### src/include/mvx_pkg.sv
`default_nettype none
package mvx_pkg;

  // Widths of the instruction word, data path and file address
  localparam int INSTR_W = 14;
  localparam int DATA_W  = 8;
  localparam int FADDR_W = 7;

  // Field positions inside the instruction word
  localparam int DEST_BIT = 7;
  localparam int LIT_LSB  = 0;
  localparam int FADR_LSB = 0;

  // Encodings as mask and pattern; masked-out bits are don't-care
  localparam logic [INSTR_W-1:0] WTOF_MASK = 14'h3F80;
  localparam logic [INSTR_W-1:0] WTOF_PAT  = 14'h0080;
  localparam logic [INSTR_W-1:0] ORWF_MASK = 14'h3F00;
  localparam logic [INSTR_W-1:0] ORWF_PAT  = 14'h0400;
  localparam logic [INSTR_W-1:0] ORLW_MASK = 14'h3F00;
  localparam logic [INSTR_W-1:0] ORLW_PAT  = 14'h3800;
  localparam logic [INSTR_W-1:0] LDLW_MASK = 14'h3C00;
  localparam logic [INSTR_W-1:0] LDLW_PAT  = 14'h3000;
  localparam logic [INSTR_W-1:0] NOPI_MASK = 14'h3F9F;
  localparam logic [INSTR_W-1:0] NOPI_PAT  = 14'h0000;

  // Reset values
  localparam logic [DATA_W-1:0]  W_RST     = 8'h00;
  localparam logic               Z_RST     = 1'b0;
  localparam logic [FADDR_W-1:0] FADDR_RST = 7'h00;

  typedef enum logic [2:0] {
    OP_MOVE_WORKING_TO_FILE,
    OP_OR_LITERAL_INTO_WORKING,
    OP_OR_WORKING_WITH_FILE,
    OP_LOAD_LITERAL_TO_WORKING,
    OP_NO_OPERATION_INSTR,
    OP_OUTSIDE_GROUP
  } mvx_op_t;

  function automatic mvx_op_t mvx_decode(input logic [INSTR_W-1:0] iw);
    mvx_op_t op;
    op = OP_OUTSIDE_GROUP;
    if ((iw & WTOF_MASK) == WTOF_PAT)
      op = OP_MOVE_WORKING_TO_FILE;
    else if ((iw & ORWF_MASK) == ORWF_PAT)
      op = OP_OR_WORKING_WITH_FILE;
    else if ((iw & ORLW_MASK) == ORLW_PAT)
      op = OP_OR_LITERAL_INTO_WORKING;
    else if ((iw & LDLW_MASK) == LDLW_PAT)
      op = OP_LOAD_LITERAL_TO_WORKING;
    else if ((iw & NOPI_MASK) == NOPI_PAT)
      op = OP_NO_OPERATION_INSTR;
    return op;
  endfunction

endpackage
`default_nettype wire

### src/rtl/mvx_exec.sv
// Summary of operation
// RULE1: Move-working-to-file writes the working register into the addressed file register in one cycle, flags untouched.
// RULE2: Or-literal ORs the working register with the 8-bit literal, stores it in the working register and sets zero from it.
// RULE3: Or-with-file ORs the working register with the addressed file register and sets zero from the result.
// RULE4: The destination bit of or-with-file sends the result to the working register at 0 and to the file register at 1.
// RULE5: Load-literal (upper bits 11 00xx) puts the 8-bit literal into the working register in one cycle, flags untouched.
// RULE6: Load-literal is recognised whatever its two don't-care bits hold.
// RULE7: The no-operation word, any value in its two don't-care bits, changes no register and no flag in its one cycle.
`timescale 1ns/1ps
`default_nettype none
module mvx_exec (
  // Clock and reset
  input  wire logic                         ref_clk,
  input  wire logic                         rst_n,
  // Instruction in
  input  wire logic [mvx_pkg::INSTR_W-1:0]  instr,
  input  wire logic                         instr_valid,
  // File register read port
  output logic      [mvx_pkg::FADDR_W-1:0]  file_raddr,
  input  wire logic [mvx_pkg::DATA_W-1:0]   file_rdata,
  // File register write port
  output logic                              file_we_ff,
  output logic      [mvx_pkg::FADDR_W-1:0]  file_waddr_ff,
  output logic      [mvx_pkg::DATA_W-1:0]   file_wdata_ff,
  // Core state
  output logic      [mvx_pkg::DATA_W-1:0]   w_ff,
  output logic                              z_ff,
  output logic                              retire_ff,
  output logic                              outside_ff
);

  mvx_pkg::mvx_op_t                 cur_op;
  logic [mvx_pkg::FADDR_W-1:0]      op_faddr;
  logic [mvx_pkg::DATA_W-1:0]       op_lit;
  logic                             op_dest;
  logic [mvx_pkg::DATA_W-1:0]       fwd_rdata;
  logic [mvx_pkg::DATA_W-1:0]       or_file;
  logic [mvx_pkg::DATA_W-1:0]       or_lit;
  logic [mvx_pkg::DATA_W-1:0]       nxt_w;
  logic                             nxt_z;
  logic                             nxt_file_we;
  logic [mvx_pkg::FADDR_W-1:0]      nxt_file_waddr;
  logic [mvx_pkg::DATA_W-1:0]       nxt_file_wdata;
  logic                             nxt_retire;
  logic                             nxt_outside;

  // RULE6: match on masked bits
  assign cur_op   = mvx_pkg::mvx_decode(instr);
  assign op_faddr = instr[mvx_pkg::FADR_LSB +: mvx_pkg::FADDR_W];
  assign op_lit   = instr[mvx_pkg::LIT_LSB +: mvx_pkg::DATA_W];
  assign op_dest  = instr[mvx_pkg::DEST_BIT];

  assign file_raddr = op_faddr;

  // The file write lands one edge late, so a read of the same address
  // in the next cycle takes the pending value instead of stale storage
  assign fwd_rdata = (file_we_ff && (file_waddr_ff == op_faddr))
                     ? file_wdata_ff : file_rdata;

  assign or_file = w_ff | fwd_rdata;
  assign or_lit  = w_ff | op_lit;

  always_comb
  begin
    nxt_w          = w_ff;
    nxt_z          = z_ff;
    nxt_file_we    = 1'b0;
    nxt_file_waddr = file_waddr_ff;
    nxt_file_wdata = file_wdata_ff;
    nxt_retire     = 1'b0;
    nxt_outside    = 1'b0;
    if (instr_valid)
    begin
      nxt_retire = 1'b1;
      case (cur_op)
        // RULE1: working to file
        mvx_pkg::OP_MOVE_WORKING_TO_FILE:
        begin
          nxt_file_we    = 1'b1;
          nxt_file_waddr = op_faddr;
          nxt_file_wdata = w_ff;
        end
        // RULE2: or literal, zero flag
        mvx_pkg::OP_OR_LITERAL_INTO_WORKING:
        begin
          nxt_w = or_lit;
          nxt_z = (or_lit == '0);
        end
        // RULE3: or with file, zero flag
        mvx_pkg::OP_OR_WORKING_WITH_FILE:
        begin
          nxt_z = (or_file == '0);
          // RULE4: destination select
          if (op_dest)
          begin
            nxt_file_we    = 1'b1;
            nxt_file_waddr = op_faddr;
            nxt_file_wdata = or_file;
          end
          else
          begin
            nxt_w = or_file;
          end
        end
        // RULE5: literal load
        mvx_pkg::OP_LOAD_LITERAL_TO_WORKING:
        begin
          nxt_w = op_lit;
        end
        // RULE7: nothing changes
        mvx_pkg::OP_NO_OPERATION_INSTR:
        begin
          nxt_w = w_ff;
        end
        default:
        begin
          // Other instructions belong to other units; only flag them
          nxt_retire  = 1'b0;
          nxt_outside = 1'b1;
        end
      endcase
    end
  end

  always_ff @(posedge ref_clk or negedge rst_n)
  begin
    if (!rst_n)
    begin
      w_ff          <= mvx_pkg::W_RST;
      z_ff          <= mvx_pkg::Z_RST;
      file_we_ff    <= 1'b0;
      file_waddr_ff <= mvx_pkg::FADDR_RST;
      file_wdata_ff <= mvx_pkg::W_RST;
      retire_ff     <= 1'b0;
      outside_ff    <= 1'b0;
    end
    else
    begin
      w_ff          <= nxt_w;
      z_ff          <= nxt_z;
      file_we_ff    <= nxt_file_we;
      file_waddr_ff <= nxt_file_waddr;
      file_wdata_ff <= nxt_file_wdata;
      retire_ff     <= nxt_retire;
      outside_ff    <= nxt_outside;
    end
  end
endmodule // mvx_exec
`default_nettype wire

### config.mk
export PLATFORM = sky130hd
export DESIGN_NAME = mvx_exec
export DESIGN_NICKNAME = d
export VERILOG_FILES = /design/src/include/mvx_pkg.sv /design/src/rtl/mvx_exec.sv
export SDC_FILE = /design/constraint.sdc
export NUM_CORES = 1
export LEC_CHECK = 0
export BUFFER_PORTS_ARGS = -buffer_cell sky130_fd_sc_hd__buf_4
export CORE_ASPECT_RATIO = 1.75
export CORE_UTILIZATION = 49
export CTS_CLUSTER_DIAMETER = 150
export DETAILED_ROUTE_END_ITERATION = 12
export PLACE_DENSITY = 0.9
export SYNTH_ARGS = -nofsm -noshare
export SYNTH_HDL_FRONTEND = slang
export SYNTH_SLANG_ARGS = --single-unit
### constraint.sdc
create_clock -name ref_clk -period 2.2 [get_ports ref_clk]
set_input_delay 0.33 -clock ref_clk [delete_from_list [all_inputs] [get_ports ref_clk]]
set_output_delay 0.33 -clock ref_clk [all_outputs]
set_load 0.01 [all_outputs]
# After elaboration in Yosys (flattened, before gate mapping)
# Index checks and enable logic that the tools add are counted.
# totals
in_bits	25
word_cells	52
romBits	0
memories	0
ram_bits	0
reg_bits	27
latchBits	0
# op_classes
bitwise	2
n_addsub	0
div_mod_pow	0
mux	20
eq_ne	11
multipliers	0
reduce_logical	12
shifts	0
n_lt_le_gt_ge	0
# ops
cell	n
2-to-1 mux 8 bit	3
case mux 8 bit (3 select lines)	1
zero test 8 bit	2
bitwise OR 8 bit	2
case mux 8 bit (2 select lines)	1
zero test 14 bit	1
case mux 7 bit (2 select lines)	1
2-to-1 mux 3 bit	4
== test 7 x 1 -> 1 bit (second input constant)	1
== test 7 bit	1
2-to-1 mux 1 bit	7
2-to-1 mux 7 bit	1
== test 3 x 2 -> 1 bit (second input constant)	2
== test 6 x 3 -> 1 bit (second input constant)	1
== test 6 bit (second input constant)	1
AND reduction 3 bit	2
OR reduction 5 bit	1
== test 4 bit (second input constant)	1
!= test 2 bit (second input constant)	2
case mux 1 bit (2 select lines)	2
nonzero test 2 bit	2
== test 3 x 1 -> 1 bit (second input constant)	1
== test 3 bit (second input constant)	1
zero test 3 bit	1
3 further kinds	3

# Longest topological paths before layout
# Gate-level depths: netlist of run 1.
# logic_depth
ltp_word	10
ltp_mapped	7
mapped_depth_nobuf	5

# Least setup slack after synthesis of run 1
# OpenSTA, ideal clock, no wires.
# synth_timing
path_type	register to register
from	register file_waddr_ff[4] (netlist name)
to	register w_ff[5] (netlist name)
setup_ns	0.095
t_required_ns	2.105
t_arrival_ns	1.620
synth_period_minus_slack_ns	1.715
n_path_buf	0
path_stages_with_launch	6
path_slack_ns	0.485
path_cell_list	dfrtp_1 xor2_1 nor4_2 and4_1 mux2_1 o31ai_1
# synth_via
elab_chain_cells	6
# synth_lines
item	line	text
start: declaration	mvx_exec.sv:23	output logic [mvx_pkg::FADDR_W-1:0] file_waddr_ff,
start signal: assignment	mvx_exec.sv:132	file_waddr_ff <= mvx_pkg::FADDR_RST;
start signal: assignment	mvx_exec.sv:142	file_waddr_ff <= nxt_file_waddr;
== test 7 bit	mvx_exec.sv:57	assign fwd_rdata = (file_we_ff && (file_waddr_ff == op_faddr))
logical AND 1 bit	mvx_exec.sv:57	
2-to-1 mux 8 bit	mvx_exec.sv:58	? file_wdata_ff : file_rdata;
bitwise OR 8 bit	mvx_exec.sv:60	assign or_file = w_ff | fwd_rdata;
2-to-1 mux 8 bit	mvx_exec.sv:94	if (op_dest)
case mux 8 bit (3 select lines)	mvx_exec.sv:75	case (cur_op)
end signal: assignment	mvx_exec.sv:129	w_ff <= mvx_pkg::W_RST;
end signal: assignment	mvx_exec.sv:139	w_ff <= nxt_w;
end: declaration	mvx_exec.sv:26	output logic [mvx_pkg::DATA_W-1:0] w_ff,
# No other way between the ends. The select of a mux whose other input is x is not followed.
# A chain may end at the register's enable or synchronous reset.

# Worst setup path in the final report of run 1
# layout_timing
from	register file_waddr_ff[4] (netlist name)
to	register file_wdata_ff[5] (netlist name)
# layout_via
elab_chain_cells	6
# layout_lines
item	line	text
== test 7 bit	mvx_exec.sv:57	
logical AND 1 bit	mvx_exec.sv:57	
2-to-1 mux 8 bit	mvx_exec.sv:58	
bitwise OR 8 bit	mvx_exec.sv:60	
2-to-1 mux 8 bit	mvx_exec.sv:94	
case mux 8 bit (2 select lines)	mvx_exec.sv:75	
end signal: assignment	mvx_exec.sv:133	file_wdata_ff <= mvx_pkg::W_RST;
end signal: assignment	mvx_exec.sv:143	file_wdata_ff <= nxt_file_wdata;
end: declaration	mvx_exec.sv:24	output logic [mvx_pkg::DATA_W-1:0] file_wdata_ff,
# No other way between the ends. The select of a mux whose other input is x is not followed.

==> impl_metrics.ini, run 1 <==
[route]
vias_per_cell = 5.73
initialDrtViolationCount = 40
dr.pass1.iters = 4
wirelength_um = 4320
wl_per_cell_um = 16.4
postRouteAntennaNets = 0
drcViolationCount = 0
vias = 1507

[clock_tree]
clock_path_buffers = 2
clock-root-buffer = clkbuf_8
cts_resized = 0
clkSinkCount = 27
path_clk_slew_ps = 90
cts_setup_buffers = 0
cts_tree = built
clkLatencyLatePin_ps = 270
cts-htree-levels = 1
cts_inserted_buffers = 3

[synthesis]
seq_area_frac_synth_pct = 43.2
synth_simple_gate_area_share_pct = 21.2
syn_area_per_cell_um2 = 9.21
synth_top_family_by_area = simple AND/OR/NAND/NOR gates
async_reset_ff_share_pct = 100
synth_cell_types = 38
synth_mux_area_share_pct = 8.55
syn_area_um2 = 1570
synthXorXnorAreaFrac_pct = 3.92
yosys_warnings = 0
synth-main-ff-cell = dfrtp_1
synth-edff-count = 0
synth_nets = 195
synthCells = 170
synth_fa_ha_area_share_pct = 0
synth_compound_area_share_pct = 16.6
ys_ff_latch = 27

[place]
dp.final_hpwl_um = 3330
gp_congestion = 0.841
postPlaceCellArea_um2 = 1990
port_buffers = 58

[setup_path]
slowest_stage = dfrtp_1
critical_path_class = reg -> reg
cp_max_fo = 5
slowest_delay_ps = 420
crit_chain = xor2_1, nor4_2, nand4_1, buf_4, o21ai_1, o2bb2ai_1
cp-start-kind = flop
arrival_ps = 2040
required_ps = 2380
end_kind = flop

[min_path]
hp-class = in -> reg

[floorplanning]
ios = 59
die_area_um2 = 3430
start_util_pct = 52.3
dieHeight_um = 76.8
die_x_um = 44.7
core_um2 = 2990
rows = 26

[pwr]
p_clk_share_pct = 22.4
power.density_nw_per_um2 = 607
power.leakage_nw = 1.03
switching_power_w = 0.000383
power_frac_seq_pct = 50.5
switching_share_pct = 30.9
pwr-share-comb_pct = 27.1
max-vdd-ir-drop_mv = 0.359
power.internal_w = 0.000858

[sta]
fin_crit_sh_pct = 84.6
hold_viol = 0
clock_skew_ps = 3.43
relSlewSlack_pct = 69.8
hold_ws_ps = 311
setup-tns-final_ps = 0
worst_pin_slew_ps = 451
finalSetupViolCount = 0
rsz0062_at_grt = no
maxSlewViolCount = 0
clock.fmax_ghz = 0.537
period_needed_ps = 1860

[cells_and_area]
stdcell_area_um2 = 2040
drive_above_1_share_pct = 32.6
nets = 247
fin_util_pct = 68.3
area_delta_synth_final_pct = 30.5
diodes = 0
fillers = 264

[global_route]
grt_start_max_net_pins = 28
grt_pass1_wl_um = 6770
antenna_found_initial = 0
grtUsageTotal_pct = 26.5
grt_pass1_vias = 1484
overflow = 0

[run]
maxCapViolations = 0

[outcome]
outcome = finished, final reports clean
## worst paths after layout
check	start	to	slack [ps]	depth (start not counted)
max	file_waddr_ff[4]	file_wdata_ff[5]	340	6
min	instr[4]	file_waddr_ff[4]	310	3
max reg2reg	file_waddr_ff[4]	file_wdata_ff[5]	340	6
min reg2reg	file_waddr_ff[2]	file_waddr_ff[2]	520	2
max in group asynchronous	rst_n	file_wdata_ff[7]	1410	2
min in group asynchronous	rst_n	retire_ff	510	2
## cells in the mapped netlist (all sizes together) (2+ instances only)
library cell / number / share of area [%]
nand2: 30 / 7.2
dfrtp: 27 / 43
nor2: 14 / 3.4
buf: 12 / 5.1
o21ai: 11 / 3.5
mux2i: 10 / 6.4
nor4: 10 / 4.8
xor2: 6 / 3.4
a21oi: 4 / 1.3
a31oi: 4 / 1.6
a32oi: 4 / 2.2
clkbuf: 4 / 0.96
a211o: 3 / 1.7
mux2: 3 / 2.2
o2bb2ai: 3 / 1.7
o31ai: 3 / 1.8
and2: 2 / 0.80
and3: 2 / 0.80
inv: 2 / 0.48
nand3: 2 / 0.64
nand4: 2 / 0.80
## per-stage QoR
stage | setup slack [ps] | total power (W) | std cells
6_report | 338 | 0.00124 | 263
5_1_grt | 235 | 0.00131 | 263
4_1_cts | 345 | 0.00125 | 263
3_5_place_dp | 307 | 0.000970 | 258
3_3_place_gp | 335 | 0.000960 | 258
2_1_floorplan | 485 | 0.000775 | 170
## worst max-delay path, delay by kind of cell (launching register included)
family                    cells  cell delay, ps
and+or+nand+nor               2             540
DFF                           1             420
AOI/OAI and AO/OA             2             410
buffers and inverters         1             220
xor gates and xnor gates      1             180
## flip-flops by register name (all words and copies together) (netlist names)
signal and cells:
retire_ff 1, file_waddr_ff 7, w_ff 8, z_ff 1, file_we_ff 1, file_wdata_ff 8
outside_ff 1
## routing by layer
layer / GRT usage (%) / vias up / routed length, µm
li1: - / 710 / -
met1: 29.2 / 717 / 1580
met2: 47.5 / 68 / 2410
met3: 2.82 / 12 / 198
met4: 12.7 / 0 / 127
met5: 0 / - / 0
## cell usage in the layout, fill, tap and decap left out, types with 3 or more instances in the layout
| cell type | n |
|---|---|
| buf_4 | 62 |
| nand2_1 | 30 |
| a31oi_1 | 4 |
| a32oi_1 | 4 |
| dfrtp_1 | 27 |
| nor4_1 | 8 |
| clkbuf_8 | 3 |
| nor2_1 | 14 |
| a211o_1 | 3 |
| mux2i_1 | 10 |
| o2bb2ai_1 | 3 |
| xor2_1 | 6 |
| a21oi_1 | 4 |
| o21ai_1 | 11 |
## logic make-up after synthesis
| group | count (synthesis) |
|---|---|
| DFF | 27 |
| AOI/OAI and AO/OA | 38 |
| muxes | 13 |
| and+or+nand+nor | 67 |
| xor gates and xnor gates | 7 |
| buffers and inverters | 18 |
## power by group through the flow
stage	combinational, W	sequential, W	clock, W
CTS	0.000339	0.000625	0.000288
detailed placement	0.000338	0.000632	0
floorplan	0.000132	0.000643	0
finish	0.000337	0.000626	0.000278
global placement	0.000329	0.000631	0
global route	0.000365	0.000633	0.000308
## final cells by class
type	count	area (µm²)	area share, %
multi-input cells	125	787	38.5
flip-flops and latches	27	676	33.1
repair buffers	63	475	23.3
well taps	42	52.6	2.57
clock buffers	4	45.0	2.20
inverters	2	7.51	0.367
## timing repair
action | CTS | global route
hold buffers | 1 | 0
endpoints found under the hold margin | 27 | 0
endpoints found under the setup margin | 0 | 0
No activity file was read; power rests on OpenSTA's default activity.
==> inputs of run 2 (changes only) <==
--- a/config.mk
+++ b/config.mk
@@ -5,12 +5,13 @@
 export SDC_FILE = /design/constraint.sdc
 export NUM_CORES = 1
 export LEC_CHECK = 0
+export ABC_AREA = 1
 export BUFFER_PORTS_ARGS = -buffer_cell sky130_fd_sc_hd__buf_4
 export CORE_ASPECT_RATIO = 1.75
-export CORE_UTILIZATION = 49
+export CORE_UTILIZATION = 50
 export CTS_CLUSTER_DIAMETER = 150
 export DETAILED_ROUTE_END_ITERATION = 12
-export PLACE_DENSITY = 0.9
+export PLACE_DENSITY = 0.89
 export SYNTH_ARGS = -nofsm -noshare
 export SYNTH_HDL_FRONTEND = slang
 export SYNTH_SLANG_ARGS = --single-unit
==> constraint.sdc (replaced) <==
create_clock -name ref_clk -period 1.78 [get_ports ref_clk]
set_input_delay 0.267 -clock ref_clk [delete_from_list [all_inputs] [get_ports ref_clk]]
set_output_delay 0.267 -clock ref_clk [all_outputs]
set_load 0.01 [all_outputs]
==> run 2 against run 1 <==
Net effect: core utilization up 4.4 points; synthesized cell count up 51%; clock power up 31%; highest routed layer unchanged.
==> impl_metrics.ini, run 2 <==
[synthesis]
synth-main-ff-cell = dfrtp_1
synth_nets = 282
yosysTopAreaCell = dfrtp_1
syn_area_um2 = 1760
synthTopCellsByCount = nand2_1, inv_1, nor2_1
seq_area_frac_synth_pct = 38.4
synth_cell_types = 32
netlist.area_leader.share_pct = 38.4
syn_area_per_cell_um2 = 6.85
synth.most_common_cell = nand2_1
yosys_warnings = 0
ys_top_cells_by_area = dfrtp_1, nand2_1, inv_1
async_reset_ff_share_pct = 100
synthCells = 257
ys_ff_latch = 27
synth-edff-count = 0

[sta]
finalSetupViolCount = 0
period_needed_ps = 1770
maxSlewViolCount = 0
fin_crit_sh_pct = 99.7
worst_pin_slew_ps = 453
clock.fmax_ghz = 0.564
worst_slack_ps = 5.95
hold_ws_ps = 191
hold_viol = 0
rsz0062_at_grt = yes
clock_skew_ps = 3.23
setup-tns-final_ps = 0
relSlewSlack_pct = 69.5

[setup_path]
regToRegStartpoint = file_waddr_ff[4]
cp-start-kind = flop
cp_max_fo = 6
critical_path_class = reg -> reg
required_ps = 1990
r2r-end = z_ff
arrival_ps = 1990
end_kind = flop
reg2reg_depth = 12
regToRegSetupSlack_ps = 6

[cells_and_area]
area_delta_synth_final_pct = 38.9
reg.largest.list = file_wdata_ff x8, w_ff x8, file_waddr_ff x7
drive_above_1_share_pct = 34.1
diodes = 0
nets = 354
final_common_cell = buf_4
mostFrequentLayoutCells = buf_4, nand2_1, inv_1
final_cells = 373

[pwr]
p_clk_share_pct = 18.3
power_frac_seq_pct = 42.0
power.internal_w = 0.00126
pwr-share-comb_pct = 39.7
switching_power_w = 0.000727
power.density_nw_per_um2 = 812
power.leakage_nw = 1.27
max-vdd-ir-drop_mv = 0.582
switching_share_pct = 36.6

[floorplanning]
ios = 59
dieHeight_um = 80.5
die_area_um2 = 3770
die_x_um = 46.8
core_um2 = 3360
rows = 28
start_util_pct = 52.3

[route]
wirelength_um = 5200
wl_per_cell_um = 13.9
initialDrtViolationCount = 104
vias_per_cell = 5.41
vias = 2019
dr.pass1.iters = 4
drcViolationCount = 0
postRouteAntennaNets = 0

[place]
gp_congestion = 0.886
dp_cells = 359
dp.final_hpwl_um = 3880
dp_slack_ps = -86.5
port_buffers = 58

[clock_tree]
clock-root-buffer = clkbuf_8
clock_path_buffers = 2
cts-htree-levels = 1
path_clk_slew_ps = 100
cts_inserted_buffers = 3
cts_tree = built
clkLatencyLatePin_ps = 280
clkSinkCount = 27

[run]
maxCapViolations = 0

[min_path]
hp-class = in -> reg
hold_start = instr_valid
min_to = retire_ff
hold_path_depth = 3

[global_route]
overflow = 0
grt_pass1_vias = 1799
grt_pass1_wl_um = 7780
grtUsageTotal_pct = 28.2
antenna_found_initial = 0
grt_start_max_net_pins = 28

[outcome]
outcome = finished, final reports clean
[run 2: area by class of cell]
class	count	area, µm²
flip-flops and latches	27	676
repair buffers	78	599
clock buffers	4	45.0
well taps	45	56.3
inverters	39	148
fillers	278	920
multi-input cells	180	920
[run 2: cell families after synthesis]
group / synth area share, %
AO/OA/AOI/OAI: 13.9
XOR/XNOR: 0.498
buffers and inverters: 13.2
flip-flops: 38.4
AND/OR/NAND/NOR: 34.0
[run 2: timing repair]
item	in CTS	in global routing
resized for setup	0	37
buffers inserted	0	9
setup endpoints to repair	0	10
hold buffers	1	0
endpoints found under the hold margin	27	0
[run 2: power by group through the flow]
stage / clock network [W] / registers, W / logic [W]
2_1_floorplan: 0 / 0.000878 / 0.000298
3_3_place_gp: 0 / 0.000838 / 0.000663
3_5_place_dp: 0 / 0.000842 / 0.000684
4_1_cts: 0.000355 / 0.000830 / 0.000690
5_1_grt: 0.000380 / 0.000846 / 0.000863
6_report: 0.000363 / 0.000833 / 0.000787
[run 2: worst max-delay path by stage]
stage	start	to	slack, ps	cells past startpoint
finish	file_waddr_ff[4]	z_ff	6	12
detailed placement	instr[13]	w_ff[2]	-90	8
global placement	instr[13]	w_ff[4]	-50	8
floorplan	file_waddr_ff[0]	w_ff[4]	210	12
global route	file_waddr_ff[4]	z_ff	-110	12
CTS	file_waddr_ff[1]	z_ff	60	12
[run 2: metrics by stage]
stage          util [%]  cell area (µm²)  total power (W)
6_report           72.7             2440          0.00198
5_1_grt            72.7             2440          0.00209
4_1_cts            68.3             2300          0.00187
3_5_place_dp       66.6             2240          0.00153
3_3_place_gp       66.6             2240          0.00150
2_1_floorplan         -             1760          0.00118
[run 2: per-layer routing]
layer / wire length (µm) / vias up / global-route usage [%]
li1: - / 957 / -
met1: 1810 / 926 / 30.1
met2: 2860 / 108 / 50.0
met3: 287 / 28 / 3.82
met4: 238 / 0 / 15.1
met5: 0 / - / 0
[run 2: critical path, stage by stage (launching register included)]
cell,delay (ps)
dfrtp_1,430
inv_2,70
nand2_1,70
nand2_1,90
nor2_2,140
nand2_2,80
nor2_4,220
nor2_2,70
nor2_1,140
nand2_1,100
nor2_2,120
nand3_2,70
a21oi_2,130
==> inputs of run 3 (changes only) <==
--- a/config.mk
+++ b/config.mk
@@ -5,13 +5,13 @@
 export SDC_FILE = /design/constraint.sdc
 export NUM_CORES = 1
 export LEC_CHECK = 0
-export ABC_AREA = 1
 export BUFFER_PORTS_ARGS = -buffer_cell sky130_fd_sc_hd__buf_4
 export CORE_ASPECT_RATIO = 1.75
-export CORE_UTILIZATION = 50
+export CORE_UTILIZATION = 49
 export CTS_CLUSTER_DIAMETER = 150
 export DETAILED_ROUTE_END_ITERATION = 12
-export PLACE_DENSITY = 0.89
+export PLACE_DENSITY = 0.9
+export RECOVER_POWER = 100
 export SYNTH_ARGS = -nofsm -noshare
 export SYNTH_HDL_FRONTEND = slang
 export SYNTH_SLANG_ARGS = --single-unit
==> run 3 against run 2 <==
Net effect: the run now ends with setup timing left; total power shrank 21%; critical path depth shrank 5; combinational power shrank 47%; routed wire length shrank 3.0%; largest power group unchanged; final area shrank 14%; clock skew shrank 1.2 ps; via count shrank 17%; die area shrank 8.9%; global-route usage grew 0.56 points; sequential cell count is the same; sequential power shrank 7.2%.
==> impl_metrics.ini, run 3 (same netlist as run 1, synthesis figures left out) <==
[pwr]
switching_share_pct = 34.3
power.density_nw_per_um2 = 741
power_frac_seq_pct = 49.5
power.internal_w = 0.00103
p_clk_share_pct = 23.9
max-vdd-ir-drop_mv = 0.826
pwr-share-comb_pct = 26.6
power.leakage_nw = 0.960
switching_power_w = 0.000535

[clock_tree]
cts_tree = built
clkSinkCount = 27
clock_path_buffers = 2
cts-htree-levels = 1
path_clk_slew_ps = 100
clkLatencyLatePin_ps = 290
cts_inserted_buffers = 3
clock-root-buffer = clkbuf_8

[cells_and_area]
nets = 256
multi_input_area_um2 = 887
mostFrequentLayoutCells = clkbuf_1, buf_4, nand2_1
final_common_cell = clkbuf_1
fillers = 266
regArea_um2 = 676
diodes = 0
reg.largest.list = file_wdata_ff x8, w_ff x8, file_waddr_ff x7
area_delta_synth_final_pct = 34.7
final_cells = 272
drive_above_1_share_pct = 27.0

[setup_path]
reg2reg_depth = 7
regToRegStartpoint = file_waddr_ff[0]
r2r-end = file_wdata_ff[7]
slowest_delay_ps = 440
crit_chain = xor2_2, nor4_2, nand4_1, buf_4, buf_6, a31oi_2, o2bb2ai_1
cp-start-kind = flop
cp-startpoint = file_waddr_ff[0]
slowest_stage = dfrtp_1
cp.buffers_inverters = 2
worstSetupPathDepth = 7
end_kind = flop
required_ps = 1950
cp_max_fo = 4
endpoint = file_wdata_ff[7]
worst_path_dominant_cell_family = simple AND/OR/NAND/NOR gates
regToRegSetupSlack_ps = -120
arrival_ps = 2080
critical_path_class = reg -> reg

[floorplanning]
die_x_um = 44.7
core_um2 = 2990
die_area_um2 = 3430
ios = 59
start_util_pct = 52.3
rows = 26
dieHeight_um = 76.8

[sta]
clock.fmax_ghz = 0.526
worst_slack_ps = -122
worst_pin_slew_ps = 682
clock_skew_ps = 2.02
period_needed_ps = 1900
setup-tns-final_ps = -1110
hold_viol = 0
finalSetupViolCount = 15
maxSlewViolCount = 0
hold_ws_ps = 226
relSlewSlack_pct = 54.5
rsz0062_at_grt = yes
fin_crit_sh_pct = 107

[global_route]
grt_pass1_vias = 1612
grt_start_max_net_pins = 28
antenna_found_initial = 0
grtUsageTotal_pct = 28.8
grt_pass1_wl_um = 7360
overflow = 0

[run]
maxCapViolations = 0

[route]
wl_per_cell_um = 18.5
initialDrtViolationCount = 96
dr.pass1.iters = 4
vias = 1679
vias_per_cell = 6.17
wirelength_um = 5040
drcViolationCount = 0
postRouteAntennaNets = 0

[place]
dp_cells = 265
gp_congestion = 0.915
dp.final_hpwl_um = 3570
dp_slack_ps = -11.2
port_buffers = 58

[min_path]
hp-class = in -> reg

[outcome]
violations = setup timing
outcome = finished, violations left
==> run 3: cell type report <==
cell class | instances | share of cell area, %
multi-input combinational | 125 | 42.1
sequential | 27 | 32.0
timing repair buffer | 72 | 20.7
tap | 42 | 2.49
clock buffer | 3 | 1.96
clock inverter | 1 | 0.356
inverter | 2 | 0.356
==> run 3: metrics by stage <==
stage	utilization [%]	power [W]	area (µm²)
after floorplan	-	0.000958	1570
after CTS	71.4	0.00159	2140
after global placement	68.6	0.00120	2050
after detailed placement	68.6	0.00121	2050
final	70.4	0.00156	2110
after global routing	70.4	0.00163	2110
==> run 3: power by group through the flow <==
stage	combinational [W]	sequential, W	clock (W)
4_1_cts	0.000449	0.000766	0.000376
2_1_floorplan	0.000163	0.000795	0
3_3_place_gp	0.000423	0.000775	0
3_5_place_dp	0.000435	0.000778	0
6_report	0.000415	0.000773	0.000374
5_1_grt	0.000453	0.000782	0.000398
==> run 3: worst min-delay path by stage <==
stage               startpoint               end  slack [ps]  cells past startpoint
floorplan                rst_n  file_waddr_ff[0]         -30                      0
global placement         rst_n         retire_ff         200                      1
detailed placement       rst_n         retire_ff         200                      1
CTS                   instr[1]  file_waddr_ff[1]         230                      3
global route          instr[1]  file_waddr_ff[1]         250                      3
finish                instr[1]  file_waddr_ff[1]         230                      3
==> run 3: worst register-to-register path, delay by kind of cell, from the launching register on <==
kind,cells,cell delay (ps)
flops,1,440
buf+inv,2,330
compound gates,2,320
simple gates,2,540
xor+xnor,1,170
==> run 3: timing repair <==
action	4_1_cts	5_1_grt
hold endpoints to repair	27	0
gates cloned	0	0
gates resized for setup	4	18
pin swaps	7	3
setup buffers	1	1
hold buffers	1	0
endpoints found under the setup margin	5	17
==> run 3: routing by layer <==
| layer | routed length (µm) | vias to the layer above | share of wire [%] | track usage, % |
|---|---|---|---|---|
| li1 | - | 729 | - | - |
| met1 | 1670 | 802 | 33 | 29.4 |
| met2 | 2740 | 111 | 54 | 51.8 |
| met3 | 315 | 37 | 6.3 | 3.76 |
| met4 | 306 | 0 | 6.1 | 17.3 |
| met5 | 0 | - | 0 | 0 |
